File: src/mpc_cfg.svh
`ifndef MPC_CFG_SVH
`define MPC_CFG_SVH
// ----------------------------------------
// Register offsets and reset values
// ----------------------------------------
`define MPC_OFS_PROFILE      8'h98
`define MPC_OFS_TUNING       8'h9A
`define MPC_RST_PROFILE      32'h00000000
`define MPC_RST_TUNING       32'h00000000
// ----------------------------------------
// Field positions (low bit)
// ----------------------------------------
`define MPC_PARITY_BIT       31
`define MPC_STEP0_LSB        28
`define MPC_STEP_W           3
`define MPC_ADV_LSB          5
`define MPC_NEG_LSB          16
`define MPC_HYST_BIT         15
`define MPC_BEMF_LSB         10
`define MPC_CYC_LSB          7
`define MPC_XANG_LSB         2
`define MPC_DIV_LSB          0
`endif

File: src/mpc_pkg.sv
`default_nettype none
package mpc_pkg;
  // Duty in units of 0.01 percent, angles in degrees, limits in raw counts
  typedef struct packed {
    logic        [7:0][13:0] step_duty;
    logic        [4:0]       angle_adv_deg;
    logic signed [7:0]       neg_limit;
    logic signed [7:0]       pos_limit;
    logic        [12:0]      bemf_thr;
    logic        [4:0]       cycle_thr;
    logic        [4:0]       xing_angle_deg;
    logic        [3:0]       rate_factor;
  } mpc_decoded_t;

  typedef struct packed {
    logic [31:0] profile;
    logic [31:0] tuning;
    logic [31:0] rdata;
  } mpc_state_t;
endpackage : mpc_pkg
`default_nettype wire
File: src/mpc_config_bank.sv
`timescale 1ns/10ps
`default_nettype none
`include "mpc_cfg.svh"

// What this block does
// [RULE1] Eight 3-bit step duties, step zero on top
// [RULE2] Duty codes decode 0 to 99 percent
// [RULE3] Step four decodes with same levels
// [RULE4] Two-bit lead angle: 0,5,10,15 degrees
// [RULE5] Surge negative limit code maps to counts
// [RULE6] Hysteresis bit selects 20 or 10
// [RULE7] Profile register at 98h, resets zero
// [RULE8] Tuning register at 9Ah, resets zero
// [RULE9] Back-EMF threshold is 200 times code
// [RULE10] Cycle threshold 2 to 23 step 3
// [RULE11] Open-loop crossing angle 5,8,12,15 degrees
// [RULE12] Startup rate factor 1,2,4,8
// [RULE13] Reserved bits stored, no effect, reset zero
// [RULE14] Parity bit stored, never changed internally
module mpc_config_bank (
  // Clock and reset
  input  wire logic               clk_i,
  input  wire logic               rst_i,
  // Register port
  input  wire logic [7:0]         addr_i,
  input  wire logic               wr_i,
  input  wire logic [31:0]        wdata_i,
  input  wire logic               rd_i,
  output logic      [31:0]        rdata_o,
  // Decoded configuration
  output mpc_pkg::mpc_decoded_t   cfg_o
);

  mpc_pkg::mpc_state_t s_r;
  mpc_pkg::mpc_state_t s_nxt;

  // ----------------------------------------
  // Decode functions
  // ----------------------------------------
  function automatic logic [13:0] duty_of(input logic [2:0] c);
    case (c)
      3'h0:    duty_of = 14'h0000;
      3'h1:    duty_of = 14'h1388;
      3'h2:    duty_of = 14'h1D4C;
      3'h3:    duty_of = 14'h20B7;
      3'h4:    duty_of = 14'h222E;
      3'h5:    duty_of = 14'h249F;
      3'h6:    duty_of = 14'h2616;
      default: duty_of = 14'h26AC;
    endcase
  endfunction : duty_of

  function automatic logic signed [7:0] neg_of(input logic [2:0] c);
    case (c)
      3'h0:    neg_of = 8'sh00;
      3'h1:    neg_of = -8'sh28;
      3'h2:    neg_of = -8'sh1E;
      3'h3:    neg_of = -8'sh14;
      3'h4:    neg_of = -8'sh0A;
      3'h5:    neg_of = 8'sh0A;
      3'h6:    neg_of = 8'sh14;
      default: neg_of = 8'sh1E;
    endcase
  endfunction : neg_of

  function automatic logic [4:0] xang_of(input logic [1:0] c);
    case (c)
      2'h0:    xang_of = 5'h05;
      2'h1:    xang_of = 5'h08;
      2'h2:    xang_of = 5'h0C;
      default: xang_of = 5'h0F;
    endcase
  endfunction : xang_of

  // ----------------------------------------
  // Register state
  // ----------------------------------------
  always_comb begin
    s_nxt = s_r;
    // Whole words stored, so reserved and parity bits hold what was written
    if (wr_i && addr_i == `MPC_OFS_PROFILE) begin // [RULE7] [RULE13] [RULE14]
      s_nxt.profile = wdata_i;
    end
    if (wr_i && addr_i == `MPC_OFS_TUNING) begin // [RULE8] [RULE13] [RULE14]
      s_nxt.tuning = wdata_i;
    end
    // Read data is registered; unmapped offsets return zero
    if (rd_i) begin
      case (addr_i)
        `MPC_OFS_PROFILE: s_nxt.rdata = s_r.profile;
        `MPC_OFS_TUNING:  s_nxt.rdata = s_r.tuning;
        default:          s_nxt.rdata = 32'h00000000;
      endcase
    end
    if (rst_i) begin
      s_nxt.profile = `MPC_RST_PROFILE; // [RULE7]
      s_nxt.tuning  = `MPC_RST_TUNING; // [RULE8]
      s_nxt.rdata   = 32'h00000000;
    end
  end

  always_ff @(posedge clk_i) begin
    s_r <= s_nxt;
  end

  assign rdata_o = s_r.rdata;

  // ----------------------------------------
  // Field decode
  // ----------------------------------------
  genvar g;
  generate
    for (g = 0; g < 8; g++) begin : g_step
      // Step g sits g fields below the top; step four uses the same table
      assign cfg_o.step_duty[g] = duty_of(
        s_r.profile[`MPC_STEP0_LSB - `MPC_STEP_W*g +: `MPC_STEP_W]); // [RULE1] [RULE2] [RULE3]
    end
  endgenerate

  logic [1:0] adv_c;
  logic [2:0] neg_c;
  logic [4:0] bemf_c;
  logic [2:0] cyc_c;
  logic [1:0] xang_c;
  logic [1:0] div_c;
  assign adv_c  = s_r.profile[`MPC_ADV_LSB +: 2];
  assign neg_c  = s_r.tuning[`MPC_NEG_LSB +: 3];
  assign bemf_c = s_r.tuning[`MPC_BEMF_LSB +: 5];
  assign cyc_c  = s_r.tuning[`MPC_CYC_LSB +: 3];
  assign xang_c = s_r.tuning[`MPC_XANG_LSB +: 2];
  assign div_c  = s_r.tuning[`MPC_DIV_LSB +: 2];

  assign cfg_o.angle_adv_deg = 5'(adv_c) * 5'h05; // [RULE4]
  assign cfg_o.neg_limit     = neg_of(neg_c); // [RULE5]
  // Positive limit = hysteresis (20 or 10) plus negative limit value
  assign cfg_o.pos_limit     = neg_of(neg_c)
                               + (s_r.tuning[`MPC_HYST_BIT] ? 8'sh0A : 8'sh14); // [RULE6]
  assign cfg_o.bemf_thr      = 13'(bemf_c) * 13'h0C8; // [RULE9]
  assign cfg_o.cycle_thr     = 5'h02 + 5'(cyc_c) * 5'h03; // [RULE10]
  assign cfg_o.xing_angle_deg = xang_of(xang_c); // [RULE11]
  assign cfg_o.rate_factor   = 4'h1 << div_c; // [RULE12]

  // ----------------------------------------
  // Register checks
  // ----------------------------------------
  a_profile_write: assert property (@(posedge clk_i) disable iff (rst_i) // [RULE7]
    wr_i && addr_i == `MPC_OFS_PROFILE |=> s_r.profile == $past(wdata_i))
    else $error("profile write not stored");
  a_tuning_write: assert property (@(posedge clk_i) disable iff (rst_i) // [RULE8]
    wr_i && addr_i == `MPC_OFS_TUNING |=> s_r.tuning == $past(wdata_i))
    else $error("tuning write not stored");
  // Reset is checked with no disable, since the reset itself is the trigger
  a_reset_zero: assert property (@(posedge clk_i) // [RULE7]
    rst_i |=> s_r.profile == 32'h00000000 && s_r.tuning == 32'h00000000)
    else $error("registers not zero after reset");
  a_hold_value: assert property (@(posedge clk_i) disable iff (rst_i) // [RULE14]
    !wr_i |=> $stable(s_r.profile) && $stable(s_r.tuning))
    else $error("register changed without write");
  a_other_write: assert property (@(posedge clk_i) disable iff (rst_i) // [RULE14]
    wr_i && addr_i != `MPC_OFS_PROFILE && addr_i != `MPC_OFS_TUNING
    |=> $stable(s_r.profile) && $stable(s_r.tuning))
    else $error("unmapped write changed a register");
  a_read_back: assert property (@(posedge clk_i) disable iff (rst_i) // [RULE8]
    rd_i && !wr_i && addr_i == `MPC_OFS_TUNING |=> rdata_o == s_r.tuning)
    else $error("tuning read data mismatch");
  a_read_profile: assert property (@(posedge clk_i) disable iff (rst_i) // [RULE7]
    rd_i && !wr_i && addr_i == `MPC_OFS_PROFILE |=> rdata_o == s_r.profile)
    else $error("profile read data mismatch");
  // Read data must not drift between reads; software may sample it late
  a_rdata_hold: assert property (@(posedge clk_i) disable iff (rst_i) // [RULE7]
    !rd_i |=> $stable(rdata_o))
    else $error("read data moved without a read");
  // Only mapped fields may move the decode; reserved and parity bits stay inert
  a_reserved_free: assert property (@(posedge clk_i) disable iff (rst_i) // [RULE13]
    $stable(s_r.profile[30:5]) && $stable(s_r.tuning[18:7]) && $stable(s_r.tuning[3:0])
    |-> $stable(cfg_o))
    else $error("reserved bits changed decode");

  // ----------------------------------------
  // Decode checks
  // ----------------------------------------
  // Spot checks against fixed table entries, independent of the decode code
  a_step_zero: assert property (@(posedge clk_i) // [RULE1]
    s_r.profile[30:28] == 3'h7 |-> cfg_o.step_duty[0] == 14'h26AC)
    else $error("step zero decode wrong");
  a_step_three: assert property (@(posedge clk_i) // [RULE2]
    s_r.profile[21:19] == 3'h5 |-> cfg_o.step_duty[3] == 14'h249F)
    else $error("step three decode wrong");
  a_step_four: assert property (@(posedge clk_i) // [RULE3]
    s_r.profile[18:16] == 3'h3 |-> cfg_o.step_duty[4] == 14'h20B7)
    else $error("step four decode wrong");
  a_step_seven: assert property (@(posedge clk_i) // [RULE2]
    s_r.profile[9:7] == 3'h1 |-> cfg_o.step_duty[7] == 14'h1388)
    else $error("step seven decode wrong");
  a_advance_top: assert property (@(posedge clk_i) // [RULE4]
    s_r.profile[6:5] == 2'h3 |-> cfg_o.angle_adv_deg == 5'h0F)
    else $error("angle advance wrong");
  a_neg_low: assert property (@(posedge clk_i) // [RULE5]
    s_r.tuning[18:16] == 3'h1 |-> cfg_o.neg_limit == -8'sh28)
    else $error("negative limit low code wrong");
  a_neg_high: assert property (@(posedge clk_i) // [RULE5]
    s_r.tuning[18:16] == 3'h7 |-> cfg_o.neg_limit == 8'sh1E)
    else $error("negative limit top code wrong");
  a_hyst_sum: assert property (@(posedge clk_i) disable iff (rst_i) // [RULE6]
    cfg_o.pos_limit - cfg_o.neg_limit == (s_r.tuning[15] ? 8'sh0A : 8'sh14))
    else $error("positive limit wrong");
  a_bemf_top: assert property (@(posedge clk_i) // [RULE9]
    s_r.tuning[14:10] == 5'h1F |-> cfg_o.bemf_thr == 13'h1838)
    else $error("back-emf threshold wrong");
  a_cycle_thr: assert property (@(posedge clk_i) // [RULE10]
    s_r.tuning[9:7] == 3'h7 |-> cfg_o.cycle_thr == 5'h17)
    else $error("cycle threshold wrong");
  a_cycle_low: assert property (@(posedge clk_i) // [RULE10]
    s_r.tuning[9:7] == 3'h0 |-> cfg_o.cycle_thr == 5'h02)
    else $error("cycle threshold low code wrong");
  a_xing_angle: assert property (@(posedge clk_i) // [RULE11]
    s_r.tuning[3:2] == 2'h2 |-> cfg_o.xing_angle_deg == 5'h0C)
    else $error("crossing angle wrong");
  a_rate_top: assert property (@(posedge clk_i) // [RULE12]
    s_r.tuning[1:0] == 2'h3 |-> cfg_o.rate_factor == 4'h8)
    else $error("rate factor wrong");

endmodule : mpc_config_bank
`default_nettype wire

File: config.mk
export PLATFORM = sky130hd
export DESIGN_NAME = mpc_config_bank
export DESIGN_NICKNAME = d
export VERILOG_FILES = /design/src/mpc_pkg.sv /design/src/mpc_config_bank.sv
export VERILOG_INCLUDE_DIRS = /design/src
export SDC_FILE = /design/constraint.sdc
export NUM_CORES = 1
export LEC_CHECK = 0
export ABC_AREA = 1
export BUFFER_PORTS_ARGS = -buffer_cell sky130_fd_sc_hd__buf_4
export CORE_MARGIN = 3
export CORE_UTILIZATION = 40
export DETAILED_ROUTE_END_ITERATION = 12
export GPL_TIMING_DRIVEN = 0
export PLACE_DENSITY = 0.65
export SETUP_SLACK_MARGIN = 0.1
export SYNTH_ARGS = -nofsm -noshare
export SYNTH_HDL_FRONTEND = slang
export SYNTH_SLANG_ARGS = --single-unit
File: constraint.sdc
create_clock -name clk_i -period 6.57 [get_ports clk_i]
set_input_delay 1.314 -clock clk_i [delete_from_list [all_inputs] [get_ports clk_i]]
set_output_delay 1.314 -clock clk_i [all_outputs]
set_load 0.01 [all_outputs]
* Yosys cells after proc, flatten, opt, wreduce, memory -nomap -nowiden
Cells that the tools add are included.
** Storage, ports and cells
- Bits in registers :: 96
- Logic and storage cells :: 91
- Output and inout bits :: 192
- Bits of input ports :: 44
** Cells by class
- Equality and inequality tests :: 58
- Multipliers :: 3
- Muxes and demuxes :: 12
- $add $sub $neg :: 2
- Reduce and logical (&&, ||, !) cells :: 12
- Shift-type cells :: 1
** Operator list (count)
- $pmux W14 S7 :: 8
- $eq A3 B3 Y1 const B :: 27
- $pmux W32 S2 :: 1
- $pmux W8 S7 :: 1
- $eq A3 B2 Y1 const B :: 18
- $eq A3 B1 Y1 const B :: 9
- $logic_not A3 Y1 :: 9
- $eq A8 B8 Y1 const B :: 2
- $pmux W4 S3 :: 1
- $mul A5 B5 Y10 const B :: 1
- $add A8 B6 Y8 :: 1
- $add A2 B5 Y5 const A :: 1
- $mul A2 B3 Y5 const B :: 1
- $mul A3 B2 Y5 const B :: 1
- $mux W5 :: 1
- $shl A1 B2 Y4 const A :: 1
- $eq A2 B1 Y1 const B :: 1
- $eq A2 B2 Y1 const B :: 1
- $logic_and A1 B1 Y1 :: 2
- $logic_not A2 Y1 :: 1

* Logic depth before layout (Yosys ltp)
- Word-level depth :: 3
- Depth in mapped cells :: 12

* Least setup slack after synthesis
No wires, ideal clock.
- Kind :: register to output
- Start :: register s_r (netlist bit bemf_c[3])
- End :: output port cfg_o[25] (netlist bit)
- Required time :: 5256 ps
- Buffers on the path :: 0
- Arrival :: 2078 ps
- Cell stages (with the launch flop) :: 9
- Setup slack :: 3178 ps
- Path through :: dfxtp_1 -> inv_1 -> ha_1 -> inv_1 -> ha_1 -> ha_1 -> ha_1 -> a31o_2 -> xor2_1
** RTL lines
- start: declaration :: line mpc_config_bank.sv:34 : mpc_pkg::mpc_state_t s_r;
- start signal: assignment :: line mpc_config_bank.sv:103 : s_r <= s_nxt;
- end: declaration :: line mpc_config_bank.sv:31 : output mpc_pkg::mpc_decoded_t cfg_o

==> metrics.md <==
| Metric | Value |
|---|---|
| Measured slew at the worst slew-check pin | 0.566 ns |
| Final critical-path required period | 3.98 ns |
| Die height | 135 microns |
| CTS Sinks | 96 |
| Largest net degree at the start of global routing | 16 |
| Clock Path Buffers | 2 |
| Max-cap violations | 0 |
| Average footprint of a synthesized cell | 6.00 sq um |
| Number of buffers inserted during clock tree synthesis | 9 |
| Hold-fix buffer count after cts | 0 |
| Number of global-route vias before repair | 6344 |
| Die area | 0.0182 sq mm |
| Highest-utilization routing layer at the global route stage | met2 |
| Synthesis-to-layout area growth | 34.1% |
| TritonCTS clock tree | yes |
| Std cell rows | 46 |
| Crit path capture type | output port |
| Worst setup slack before clock tree synthesis | 2.96 ns |
| Cell Area, Synth | 0.00666 sq mm |
| Drt wl/cell | 12.7 microns |
| CP cell instances | inv_1, ha_1, inv_1, ha_1, ha_1, ha_1, nand2_1, inv_1, nand4_1, nand2_1, nand2_1, nand2_1, buf_4 |
| CP max FO | 5 |
| Launch point of the worst path | bemf_c[3] |
| Final WS setup | 2.59 ns |
| Register area share after synthesis | 28.8% |
| Slowest cell on crit path | dfxtp_1 |
| Unrepaired setup endpoints after global routing | no |
| Estimated wirelength of the detail-placed design | 15600 microns |
| Diodes inserted | 0 |
| Total routed wirelength | 20000 microns |
| CP required | 5.26 ns |
| Async S/R FF share, synth | 0% |
| Start of the worst register-to-register path | s_r[73] |
| Die Span X | 135 microns |
| # nets final | 1427 |
| Buffer cell driving the clock tree root | clkbuf_16 |
| Flip-flop and latch count after synthesis | 96 |
| CTS H-Tree Depth | 3 |
| CORE AREA | 0.0161 sq mm |
| First-pass GRT wire length | 31400 microns |
| Fraction of layout instances using a drive strength above 1 | 24.8% |
| Met2 usage | 35.2% |
| Via-to-Cell Ratio | 4.50 |
| Detailed-router iteration count before antenna repair | 5 |
| Max-Slew Margin vs Limit | 61.9% |
| Kind of start point of the critical path | flip-flop |
| Number of enable flip-flop cells after synthesis | 0 |
| Area used by sequential logic in the layout | 0.00192 sq mm |
| Total of cells resized after clock tree synthesis | 0 |
| Number of endpoints failing setup at the final stage | 0 |
| Remaining Overflow, GRT | 0 |
| Initial Util | 41.3% |
| Post-route DRC violation count | 0 |
| Fraction of met3 tracks used by global routing | 4.66% |
| Data arrival time of the critical path | 2.67 ns |
| Startpoint of the tightest hold check path | s_r[53] |
| Final count of hold timing violations | 0 |
| 1st-iter DRT viols | 391 |
| Antenna violations before repair | 0 |
| Fmax achieved | 0.251 GHz |
| Ratio of final minimum period to clock period | 60.6% |
| Multi-input logic area | 0.00326 sq mm |
| Number of nets with antenna violations after routing | 0 |
| M1 GR Usage | 28.5% |
| Clk slew on worst S/H paths | 0.07 ns |
| Quantity of I/O buffers inserted on ports | 225 |
| GRT Util Overall | 21.4% |
| Status | complete, no violations |
| Total number of vias | 7071 |
| Final max-slew violation count | 0 |
| IR Drop Worst-Case VDD | 0.121 mV |
| Power per unit of standard cell area | 143 mW/mm^2 |
| Clock latency at the later pin of the worst-skew pair | 0.35 ns |
| Main flop type after synthesis | dfxtp_1 |
| Min-delay worst type | reg -> reg |
| Placer's final routability congestion estimate | 0.868 |
| Number of fill cells in the layout | 1677 |
| Instance count of the mapped netlist | 1110 |
| Post-CTS setup repair buffer count | 0 |
| Biggest cell delay along the critical path | 0.45 ns |
| Accumulated negative setup slack | 0 ns |
| Synth Warn # | 0 |
| Number of top-level design ports | 236 |
| Clock skew | 0.00341 ns |
| Post-Route Utilization | 55.4% |
| Leakage | 5.53 nW |
| Count of distinct cell types in the synthesized netlist | 29 |
| CP Class | reg -> out |
==> path summary, 6_finish.rpt <==
path / slack, ns / end / depth (start not counted)
setup / recovery: 2.59 / cfg_o[26] / 13
setup reg to reg: 5.49 / s_r[73] / 4
hold / removal: 0.51 / s_r[53] / 4
hold reg to reg: 0.51 / s_r[53] / 4
==> state kept, by name (all words and copies together), names as in the netlist <==
| signal | cells |
|---|---|
| adv_c | 2 |
| bemf_c | 5 |
| cyc_c | 3 |
| div_c | 2 |
| neg_c | 3 |
| rdata_o | 32 |
| s_r | 49 |
==> cell usage in the layout, fill, tap and decap left out, types with 9 or more instances in the layout <==
cell | Yosys | routed
buf_4 | 71 | 296
buf_2 | 17 | 17
nand3_1 | 150 | 150
clkbuf_16 | 0 | 9
buf_1 | 11 | 11
o21ai_0 | 19 | 19
dfxtp_1 | 96 | 96
nand2_1 | 245 | 245
clkbuf_1 | 21 | 22
ha_1 | 29 | 29
inv_1 | 201 | 201
nor2_1 | 200 | 200
a21oi_1 | 16 | 16
==> cell type report <==
type / count / area share, %
multi-input combinational: 696 / 36.5
sequential: 96 / 21.5
timing repair buffer: 225 / 18.9
inverter: 204 / 8.57
buffer: 120 / 8.26
tap: 216 / 3.03
clock buffer: 10 / 2.56
clock inverter: 5 / 0.658
==> report_power, final <==
group | total [mW] | switching, mW | leakage [nW] | internal (mW)
combinational | 0.147 | 0.0793 | 4.62 | 0.0680
sequential | 0.598 | 0.00608 | 0.779 | 0.592
clock | 0.528 | 0.234 | 0.135 | 0.293
total | 1.27 | 0.320 | 5.53 | 0.953
==> cell usage after synthesis (2+ instances only) <==
master,number,area (sq um)
o21ai_0,19,95.1
clkbuf_1,21,78.8
buf_1,11,41.3
nor2_4,3,33.8
nand2_1,245,920
dfxtp_1,96,1920
nand3_1,150,751
ha_1,29,363
o21a_1,2,15.0
a31oi_1,2,12.5
buf_4,71,533
inv_1,201,754
nor2_1,200,751
xor2_1,8,70.1
inv_2,2,7.51
buf_2,17,85.1
a21oi_1,16,80.1
o21bai_1,3,22.5
o22ai_1,3,18.8
fa_1,2,40.0
==> critical path: cells and delay by family, from the launching register on <==
family / cells / cell delay (ns)
AND/OR/NAND/NOR: 5 / 0.38
buffers and inverters: 4 / 0.29
adder cells (fa/ha/maj): 4 / 1.20
flip-flops: 1 / 0.45
==> per-layer routing <==
metal	vias up	wire, microns	share of wire (%)
met5	-	0	0
met4	0	380	1.9
met3	28	1200	6.0
met2	195	9090	45
met1	3101	9330	47
li1	3747	-	-
==> through the flow <==
stage	hold WS, ns	instance area [sq um]	std cells	power (mW)
6_report	0.514	8930	1572	1.27
5_1_grt	0.540	8930	1572	1.32
4_1_cts	0.513	8930	1572	1.28
3_5_place_dp	0.500	8640	1557	0.759
3_3_place_gp	0.497	8640	1557	0.758
2_1_floorplan	0.486	6690	1116	0.696
==> cells by family after synthesis <==
logic type	count (synthesis)	share of synthesized area, %
xor+xnor	9	1.18
buf+inv	324	22.6
other cells	1	0.0563
compound gates	47	3.91
fa+ha+maj	31	6.05
flops	96	28.8
simple gates	602	37.4
Power figures use the tool's default switching activity.
